[src/hw/mts_pkg.sv]
/*
  Shared constants of the measurement trigger sequencer.
  Assumes a single 40 MHz clock domain.
*/
`default_nettype none
// Function
// - Continuous mode, not scanning: idle falls straight through to event detection.
// - One-shot mode: stay idle until the manual trigger key is pressed.
// - One-shot mode: return to idle after each measurement, need fresh key.
// - Shipped defaults select continuous; reset-command defaults select one-shot.
// - Scanning: idle at scan end holding last reading; halt request resumes.
// - Control-source stage blocks progress until the selected event is detected.
// - Immediate source: event detection satisfied at once.
// - External source: trigger-link input trigger satisfies detection.
// - External source: trigger key satisfies detection only in local mode.
// - External source: bus trigger command satisfies detection.
// - After each device action, pulse the meter-complete output.
// - Link line 1 is meter-complete output, line 2 external trigger input.
// - Interlock low ignores all input triggers; open or high accepts them. The code gates only the link and bus triggers, not the key.
package mts_pkg;
  localparam int  CLK_HZ          = 40000000;
  localparam int  DONE_PULSE_NS   = 1000;
  localparam int  DONE_PULSE_CYC  =
    (DONE_PULSE_NS * (CLK_HZ / 1000000) + 999) / 1000;
  localparam logic [5:0] DONE_PULSE_LAST = 6'(DONE_PULSE_CYC - 1);
  localparam logic MODE_CONT_RST  = 1'h1;
  localparam logic SRC_IMM        = 1'h0;
  localparam logic SRC_EXT        = 1'h1;
  localparam logic SRC_RST        = 1'h0;
  typedef enum logic [1:0] {
    ST_IDLE, ST_DETECT, ST_ACTION, ST_SCAN_END
  } mts_state_type;
endpackage : mts_pkg
`default_nettype wire

[src/hw/mts_sync.sv]
/*
  Two-stage synchroniser with rising-edge strobe.
  Assumes the input is asynchronous to the clock.
*/
`timescale 1ns/1ps
`default_nettype none
module mts_sync (
  input  wire logic clk_i,
  input  wire logic rst_n_i,
  input  wire logic async_i,
  output logic      level_o,
  output logic      rise_o
);
  logic meta_reg;
  logic sync_reg;
  logic last_reg;
  logic meta_next;
  logic sync_next;
  logic last_next;

  always_comb begin
    meta_next = async_i;
    sync_next = meta_reg;
    last_next = sync_reg;
  end

  always_ff @(posedge clk_i or negedge rst_n_i) begin
    if (!rst_n_i) begin
      meta_reg <= 1'h0;
      sync_reg <= 1'h0;
      last_reg <= 1'h0;
    end else begin
      meta_reg <= meta_next;
      sync_reg <= sync_next;
      last_reg <= last_next;
    end
  end

  assign level_o = sync_reg;
  assign rise_o  = sync_reg & ~last_reg;
endmodule : mts_sync
`default_nettype wire

[src/hw/mts_top.sv]
/*
  Front-panel trigger sequencer: idle, control source gate, device action
  handshake and meter-complete output pulse.
  Assumes bus trigger, key and halt inputs are one-cycle pulses from logic
  on MCLK_I; link and interlock pins are asynchronous.
*/
`timescale 1ns/1ps
`default_nettype none
module mts_top (
  input  wire logic MCLK_I,
  input  wire logic RESETN_I,
  input  wire logic LINK_EXT_TRIG_I,
  input  wire logic INTERLOCK_I,
  input  wire logic TRIG_KEY_I,
  input  wire logic BUS_TRIG_I,
  input  wire logic REMOTE_I,
  input  wire logic SHIPPED_DEFAULTS_I,
  input  wire logic RST_DEFAULTS_I,
  input  wire logic EXTERNAL_SOURCE_SELECT_KEY_I,
  input  wire logic SCAN_ACTIVE_I,
  input  wire logic SCAN_LAST_I,
  input  wire logic HALT_I,
  input  wire logic ACTION_DONE_I,
  output logic      ACTION_START_O,
  output logic      METER_DONE_OUTPUT_O,
  output logic      CONT_MODE_O,
  output logic      SRC_EXT_O,
  output logic      IDLE_O,
  output logic      HOLD_READING_O
);
  // ----------------------------------------------------------------
  // Input conditioning
  // ----------------------------------------------------------------
  logic ext_rise;
  logic ilk_level;

  // Line 2 of the link is the external trigger input
  mts_sync u_ext (
    .clk_i   (MCLK_I),
    .rst_n_i (RESETN_I),
    .async_i (LINK_EXT_TRIG_I),
    .level_o (),
    .rise_o  (ext_rise)
  );

  mts_sync u_ilk (
    .clk_i   (MCLK_I),
    .rst_n_i (RESETN_I),
    .async_i (INTERLOCK_I),
    .level_o (ilk_level),
    .rise_o  ()
  );

  logic key_ok;
  logic trig_in;
  assign key_ok  = TRIG_KEY_I & ~REMOTE_I;
  // Interlock only gates the link and bus inputs, not the local key
  assign trig_in = ilk_level & (ext_rise | BUS_TRIG_I);

  // ----------------------------------------------------------------
  // Configuration
  // ----------------------------------------------------------------
  logic cont_reg;
  logic cont_next;
  logic src_reg;
  logic src_next;

  always_comb begin
    cont_next = cont_reg;
    src_next  = src_reg;
    if (SHIPPED_DEFAULTS_I) begin
      cont_next = 1'h1;
      src_next  = mts_pkg::SRC_IMM;
    end else if (RST_DEFAULTS_I) begin
      cont_next = 1'h0;
      src_next  = mts_pkg::SRC_IMM;
    end else if (EXTERNAL_SOURCE_SELECT_KEY_I) begin
      src_next  = ~src_reg;
    end
  end

  always_ff @(posedge MCLK_I or negedge RESETN_I) begin
    if (!RESETN_I) begin
      cont_reg <= mts_pkg::MODE_CONT_RST;
      src_reg  <= mts_pkg::SRC_RST;
    end else begin
      cont_reg <= cont_next;
      src_reg  <= src_next;
    end
  end

  // ----------------------------------------------------------------
  // Sequencer
  // ----------------------------------------------------------------
  mts_pkg::mts_state_type state_reg;
  mts_pkg::mts_state_type state_next;
  logic                   last_reg;
  logic                   last_next;
  logic                   event_ok;
  logic                   start;

  always_comb begin
    if (src_reg == mts_pkg::SRC_EXT) begin
      event_ok = trig_in | key_ok;
    end else begin
      event_ok = 1'h1;
    end
  end

  always_comb begin
    state_next = state_reg;
    last_next  = last_reg;
    start      = 1'h0;
    unique case (state_reg)
      mts_pkg::ST_IDLE: begin
        // In continuous mode idle is never lingered in
        if (cont_reg | SCAN_ACTIVE_I | key_ok) begin
          state_next = mts_pkg::ST_DETECT;
        end
      end
      mts_pkg::ST_DETECT: begin
        if (event_ok) begin
          state_next = mts_pkg::ST_ACTION;
          start      = 1'h1;
          last_next  = SCAN_ACTIVE_I & SCAN_LAST_I;
        end
      end
      mts_pkg::ST_ACTION: begin
        if (ACTION_DONE_I) begin
          if (last_reg) begin
            state_next = mts_pkg::ST_SCAN_END;
          end else if (!cont_reg && !SCAN_ACTIVE_I) begin
            state_next = mts_pkg::ST_IDLE;
          end else begin
            state_next = mts_pkg::ST_DETECT;
          end
        end
      end
      mts_pkg::ST_SCAN_END: begin
        if (HALT_I) begin
          state_next = mts_pkg::ST_IDLE;
          last_next  = 1'h0;
        end
      end
    endcase
  end

  always_ff @(posedge MCLK_I or negedge RESETN_I) begin
    if (!RESETN_I) begin
      state_reg <= mts_pkg::ST_IDLE;
      last_reg  <= 1'h0;
    end else begin
      state_reg <= state_next;
      last_reg  <= last_next;
    end
  end

  // ----------------------------------------------------------------
  // Meter-complete pulse on link line 1
  // ----------------------------------------------------------------
  logic [5:0] pcnt_reg;
  logic [5:0] pcnt_next;
  logic       done_reg;
  logic       done_next;
  logic       fire;

  assign fire = (state_reg == mts_pkg::ST_ACTION) & ACTION_DONE_I;

  always_comb begin
    pcnt_next = pcnt_reg;
    done_next = done_reg;
    if (fire) begin
      done_next = 1'h1;
      pcnt_next = mts_pkg::DONE_PULSE_LAST;
    end else if (pcnt_reg != 6'h00) begin
      pcnt_next = pcnt_reg - 6'h01;
    end else begin
      done_next = 1'h0;
    end
  end

  always_ff @(posedge MCLK_I or negedge RESETN_I) begin
    if (!RESETN_I) begin
      pcnt_reg <= 6'h00;
      done_reg <= 1'h0;
    end else begin
      pcnt_reg <= pcnt_next;
      done_reg <= done_next;
    end
  end

  assign ACTION_START_O      = start;
  assign METER_DONE_OUTPUT_O = done_reg;
  assign CONT_MODE_O         = cont_reg;
  assign SRC_EXT_O           = src_reg;
  assign IDLE_O              = (state_reg == mts_pkg::ST_IDLE) |
                               (state_reg == mts_pkg::ST_SCAN_END);
  assign HOLD_READING_O      = (state_reg == mts_pkg::ST_SCAN_END);

  // ----------------------------------------------------------------
  // Checks
  // ----------------------------------------------------------------
  a_cont_idle_pass: assert property (@(posedge MCLK_I) disable iff (!RESETN_I)
    (state_reg == mts_pkg::ST_IDLE && cont_reg) |=>
    state_reg == mts_pkg::ST_DETECT) else $error("idle not passed");
  a_oneshot_hold: assert property (@(posedge MCLK_I) disable iff (!RESETN_I)
    (state_reg == mts_pkg::ST_IDLE && !cont_reg && !SCAN_ACTIVE_I
     && !key_ok) |=> state_reg == mts_pkg::ST_IDLE)
    else $error("left idle without key");
  a_oneshot_ret: assert property (@(posedge MCLK_I) disable iff (!RESETN_I)
    (fire && !cont_reg && !SCAN_ACTIVE_I && !last_reg) |=>
    state_reg == mts_pkg::ST_IDLE) else $error("no return to idle");
  a_defaults_mode: assert property (@(posedge MCLK_I) disable iff (!RESETN_I)
    SHIPPED_DEFAULTS_I |=> cont_reg) else $error("default mode");
  a_rst_mode: assert property (@(posedge MCLK_I) disable iff (!RESETN_I)
    (RST_DEFAULTS_I && !SHIPPED_DEFAULTS_I) |=> !cont_reg)
    else $error("reset mode");
  a_scan_hold: assert property (@(posedge MCLK_I) disable iff (!RESETN_I)
    (HOLD_READING_O && !HALT_I) |=> HOLD_READING_O)
    else $error("scan end left");
  a_gate_block: assert property (@(posedge MCLK_I) disable iff (!RESETN_I)
    (state_reg == mts_pkg::ST_DETECT && src_reg && !trig_in && !key_ok)
    |=> state_reg == mts_pkg::ST_DETECT) else $error("gate leak");
  a_imm_go: assert property (@(posedge MCLK_I) disable iff (!RESETN_I)
    (state_reg == mts_pkg::ST_DETECT && !src_reg) |-> ACTION_START_O)
    else $error("immediate stalled");
  a_remote_key: assert property (@(posedge MCLK_I) disable iff (!RESETN_I)
    (state_reg == mts_pkg::ST_DETECT && src_reg && REMOTE_I && !trig_in)
    |-> !ACTION_START_O) else $error("remote key");
  a_interlock: assert property (@(posedge MCLK_I) disable iff (!RESETN_I)
    (state_reg == mts_pkg::ST_DETECT && src_reg && !ilk_level && !key_ok)
    |-> !ACTION_START_O) else $error("interlock");
  a_done_pulse: assert property (@(posedge MCLK_I) disable iff (!RESETN_I)
    fire |=> METER_DONE_OUTPUT_O) else $error("no done pulse");
  c_one_shot: cover property (@(posedge MCLK_I) disable iff (!RESETN_I)
    !cont_reg && key_ok && state_reg == mts_pkg::ST_IDLE);
  c_ext_trig: cover property (@(posedge MCLK_I) disable iff (!RESETN_I)
    src_reg && ext_rise && state_reg == mts_pkg::ST_DETECT);
  c_scan_end: cover property (@(posedge MCLK_I) disable iff (!RESETN_I)
    HOLD_READING_O && HALT_I);
endmodule : mts_top
`default_nettype wire

[config.mk]
export PLATFORM = sky130hd
export DESIGN_NAME = mts_top
export DESIGN_NICKNAME = d
export VERILOG_FILES = /design/src/hw/mts_pkg.sv /design/src/hw/mts_sync.sv /design/src/hw/mts_top.sv
export SDC_FILE = /design/constraint.sdc
export NUM_CORES = 1
export LEC_CHECK = 0
export BUFFER_PORTS_ARGS = -buffer_cell sky130_fd_sc_hd__buf_4
export CORE_MARGIN = 2
export CORE_UTILIZATION = 51
export DETAILED_ROUTE_END_ITERATION = 7
export HOLD_SLACK_MARGIN = 0.1
export PLACE_DENSITY = 0.72
export REMOVE_ABC_BUFFERS = 1
export SLEW_MARGIN = 20
export SYNTH_ARGS = -nofsm -noshare
export SYNTH_HDL_FRONTEND = slang
export SYNTH_HIERARCHICAL = 1
export SYNTH_SLANG_ARGS = --single-unit
export TNS_END_PERCENT = 5
[constraint.sdc]
create_clock -name MCLK_I -period 1.95 [get_ports MCLK_I]
set_input_delay 0.195 -clock MCLK_I [delete_from_list [all_inputs] [get_ports MCLK_I]]
set_output_delay 0.195 -clock MCLK_I [all_outputs]
set_load 0.05 [all_outputs]
Word level (Yosys, flattened, before mapping)
Index checks and enable logic that the tools add are counted.
- multiply operators: 0
- equality and inequality tests: 8
- bitwise operators: 13
- muxes and demuxes: 22
- add/subtract/negate cells: 1
- $lt $le $gt $ge: 0
- reductions and logical operators: 11
- shift operators: 0
- divide/modulo/power cells: 0
- operator list (operator ; count):
    $mux W1 ; 13
    $mux W6 ; 2
    $mux W2 ; 5
    $ne A2 B2 Y1 const B ; 5
    $pmux W2 S4 ; 1
    $reduce_bool A2 Y1 ; 3
    $reduce_bool A6 Y1 ; 1
    $sub A6 B1 Y6 const B ; 1
    $and A1 B1 Y1 ; 5
    $or A1 B1 Y1 ; 5
    $eq A2 B2 Y1 const B ; 2
    $reduce_and A4 Y1 ; 1
    $not A1 Y1 ; 3
    $reduce_and A3 Y1 ; 1
    $reduce_bool A3 Y1 ; 1
    $eq A2 B1 Y1 const B ; 1
    $logic_not A1 Y1 ; 2
    $logic_not A2 Y1 ; 1
    $pmux W1 S2 ; 1
    $logic_and A1 B1 Y1 ; 1
- input port bits: 14
- output and inout port bits: 6
- memories: 0
- word-level logic and storage cells: 66
- bits in latches: 0
- RAM bits: 0
- memory bits (read-only): 0
- flip-flop bits (word level): 17

Depth between registers and ports, before layout
- depth in word-level cells: 8
- depth in mapped cells: 5
- mapped depth without buffers: 5

Hierarchy
The synthesis kept the hierarchy.
- by module, submodules not included (module ; cells an instance ; area each (µm²) ; instances ; seq. area each (µm²)):
    mts_top ; 72 ; 705.7 ; 1 ; 301.5
    mts_sync ; 4 ; 88.8 ; 2 ; 75.1

Worst setup path after synthesis
OpenSTA, ideal clock, no wires.
- kind: reg-to-reg
- start: register state_reg[0]
- end: register state_reg[0]
- path slack: 282 ps
- data required time: 1871 ps
- library setup time: 79 ps
- stages on the path, launching flop included: 6
- clock period less this slack: 1668 ps
- path buffers: 0
- data arrival time: 1589 ps
- cells stage by stage: dfrtp_1 ha_1 nor2b_1 a41oi_1 and3_1 mux2i_1
- word-level cells in the longest chain between the ends: 3
- elaborated cells on any way between the ends: 10
- those cells by class: eq/ne: 7; mux: 1; reduce/logical: 2
- RTL lines (what ; RTL line ; source):
    start: declaration ; mts_top.sv:95 ; mts_pkg::mts_state_type state_reg;
    start signal: assignment ; mts_top.sv:150 ; state_reg <= mts_pkg::ST_IDLE;
    start signal: assignment ; mts_top.sv:153 ; state_reg <= state_next;
    $eq A2 B2 Y1 * ; - ;
    net HOLD_READING_O ; mts_top.sv:29 ; output logic HOLD_READING_O
    $ne A2 B2 Y1 (no source line) ; - ;
    $reduce_and A4 Y1 (no source line) ; - ;
Mark *: on every way through the listed nets, which the timed path passes. The rest lies on a longest branch.
A chain may end at the register's enable or synchronous reset.

Worst setup path in the final report
- start: register u_ext.sync_reg, in the netlist u_ext/level_o
- end: output ACTION_START_O
- word-level cells in the longest chain between the ends: 7
- RTL lines (what ; RTL line ; source):
    start: declaration ; mts_sync.sv:15 ; logic sync_reg;
    start signal: assignment ; mts_sync.sv:34 ; sync_reg <= sync_next;
    $and A1 B1 Y1 ; mts_sync.sv:40 ; assign rise_o = sync_reg & ~last_reg;
    net ext_rise ; mts_top.sv:34 ; logic ext_rise;
    $or A1 B1 Y1 ; mts_top.sv:58 ; assign trig_in = ilk_level & (ext_rise | BUS_TRIG_I);
    $and A1 B1 Y1 ; mts_top.sv:58 ;
    $or A1 B1 Y1 ; mts_top.sv:104 ; event_ok = trig_in | key_ok;
    $mux W1 ; mts_top.sv:103 ; if (src_reg == mts_pkg::SRC_EXT) begin
    $mux W1 ; mts_top.sv:122 ; if (event_ok) begin
    $mux W1 ; mts_top.sv:114 ; unique case (state_reg)
    end: declaration ; mts_top.sv:24 ; output logic ACTION_START_O,
The timed path passes the listed nets, and every way through them passes these cells.

==> out/results.ini <==
[drt]
wl_met2_um=734
vias=667
drcViolationCount=0
top_layer=met4
met3WireLength_um=100
routed_wl_um=1498
via_per_inst=5.467
wl_per_cell_um=12.28
ant_nets=0
detail_route.first_pass.iterations=4
wl_met1_um=624
first_iter_violations=14

[layout]
diodes=0
largest_reg_flops=6
area_growth_pct=28.44
drive_above_1_share_pct=27.36
layout.cells.non_filler=122
nets=128
fillCellCount=128

[critical_path]
cp.arrival_ps=1530
cp-start-kind=flop
crit_path_end_kind=output port
crit_fanout=2
crit_required_ps=1750
worstSetupPathType=flop to output port

[placement]
portBuffers=19
placed_cells=113
gp_congestion=0.7722
dp_hpwl_um=1132

[flow_run]
cap_violations=0

[sta]
worst_pin_slew_ps=287.5
fin_crit_ps=1726
min_period_over_period_pct=88.51
fin_tns_setup_ps=0
finalClockSkew_ps=6.400
setup_viol=0
fmax_mhz=579.4
drv_slew=0
relSlewSlack_pct=80.58
finalHoldViolCount=0
rsz0062_at_grt=no

[clock_network]
clkSinkCount=17
cts_buffers=3
clock_tree.root_cell=clkbuf_4
clock_latency_ps=300
htreeDepth=1
clk_pin_slew_ps=100
cts_tree=done
ctsLongestPathBuffers=2

[floorplan]
rows=14
start_util_pct=55.42
die_h_um=44.70
dieWidth_um=44.70
io_pins=20
dieArea_mm2=0.001998
core_area_mm2=0.001524

[synthesis]
synth_warnings=6
synth.cell_area_um2=844.6
syn_inst=78
avgSynthCellArea_um2=10.83

[power_and_ir_drop]
power_density_mw_per_mm2=1378
power_frac_seq_pct=35.9
p_int_w=0.0008489
power.static_leakage_nw=0.5328
switchingPower_w=0.0006454
power.total_w=0.001494
switching_share_pct=43.19
clkPwrFrac_pct=12.5
power_frac_comb_pct=51.6
ir_drop_mv=0.8292

[global_routing]
grt_max_degree=18
grt_pass1_wl_um=2573
antenna_found_initial=0
grt_pass1_vias=662
grt_use_total_pct=18.21
grt-ovfl-total=0

[run_status]
outcome=completed

[worst_hold_path]
hold_path.class=input pin to flop

==> routing by layer <==
metal / track usage (%) / vias up
met5: 0 / -
met4: 12.12 / 0
met3: 4.000 / 5
met2: 30.72 / 22
met1: 20.53 / 314
li1: - / 326
==> layout by cell type, fill, tap and decap left out, types with 2 or more instances in the layout <==
master and count:
buf_4 19, dfrtp_1 16, nand2_1 9, inv_1 8
ha_1 7, dlygate4sd3_1 5, nand3_1 4, and3_1 3
xnor2_1 3, clkbuf_4 3, o21ai_0 2, nand2b_1 2
nor2_1 2, a41oi_1 2, nor3_1 2
==> area by class of cell <==
cell class | instances | area (µm²) | area share [%]
Clock buffer | 3 | 22.52 | 2.076
Clock inverter | 1 | 5.005 | 0.4614
Inverter | 8 | 30.03 | 2.768
Multi-Input combinational cell | 53 | 387.9 | 35.76
Sequential cell | 17 | 426.7 | 39.33
Tap cell | 16 | 20.02 | 1.845
Timing Repair Buffer | 24 | 192.7 | 17.76
==> stage by stage <==
step	cell area, µm²	util (%)	hold slack, ps	setup WS, ps
global route	1085	71.18	153.3	131.5
finish	1085	71.18	153.3	224.1
detailed placement	1007	66.09	67.10	404.0
global placement	1007	66.09	65.80	488.4
CTS	1085	71.18	148.0	208.0
floorplan	844.6	-	-100.6	281.7
==> timing repair <==
| item | 4_1_cts | 5_1_grt |
|---|---|---|
| hold buffers | 5 | 0 |
| gates resized for setup | 0 | 0 |
| buffers inserted | 0 | 0 |
| endpoints found under the hold margin | 21 | 0 |
==> power groups by stage <==
stage | logic [W] | registers, W | clock network, W
6_report | 0.000771 | 0.000537 | 0.000187
3_5_place_dp | 0.000771 | 0.000542 | 0
4_1_cts | 0.000780 | 0.000536 | 0.000190
2_1_floorplan | 0.000559 | 0.000557 | 0
5_1_grt | 0.000850 | 0.000546 | 0.000208
3_3_place_gp | 0.000757 | 0.000540 | 0
==> worst paths after layout <==
check | slack [ps] | endpoint | from | cells after the start
worst min-delay path | 150 | pcnt_reg[5] | ACTION_DONE_I | 2
worst min register to register | 360 | u_ilk/level_o | u_ilk/meta_reg | 0
worst max-delay path | 220 | ACTION_START_O | u_ext/level_o | 5
max in group asynchronous | 1420 | CONT_MODE_O | RESETN_I | 2
min in group asynchronous | 280 | u_ext/level_o | RESETN_I | 2
worst max register to register | 370 | state_reg[0] | state_reg[0] | 5
==> worst max-delay path: stages, from the launching register on <==
cell     delay [ps]
dfrtp_1         400
nor2b_4         120
o21ai_0         230
nand3_1         130
and2_1          170
buf_4           180
(Power assumes the default switching activity.)
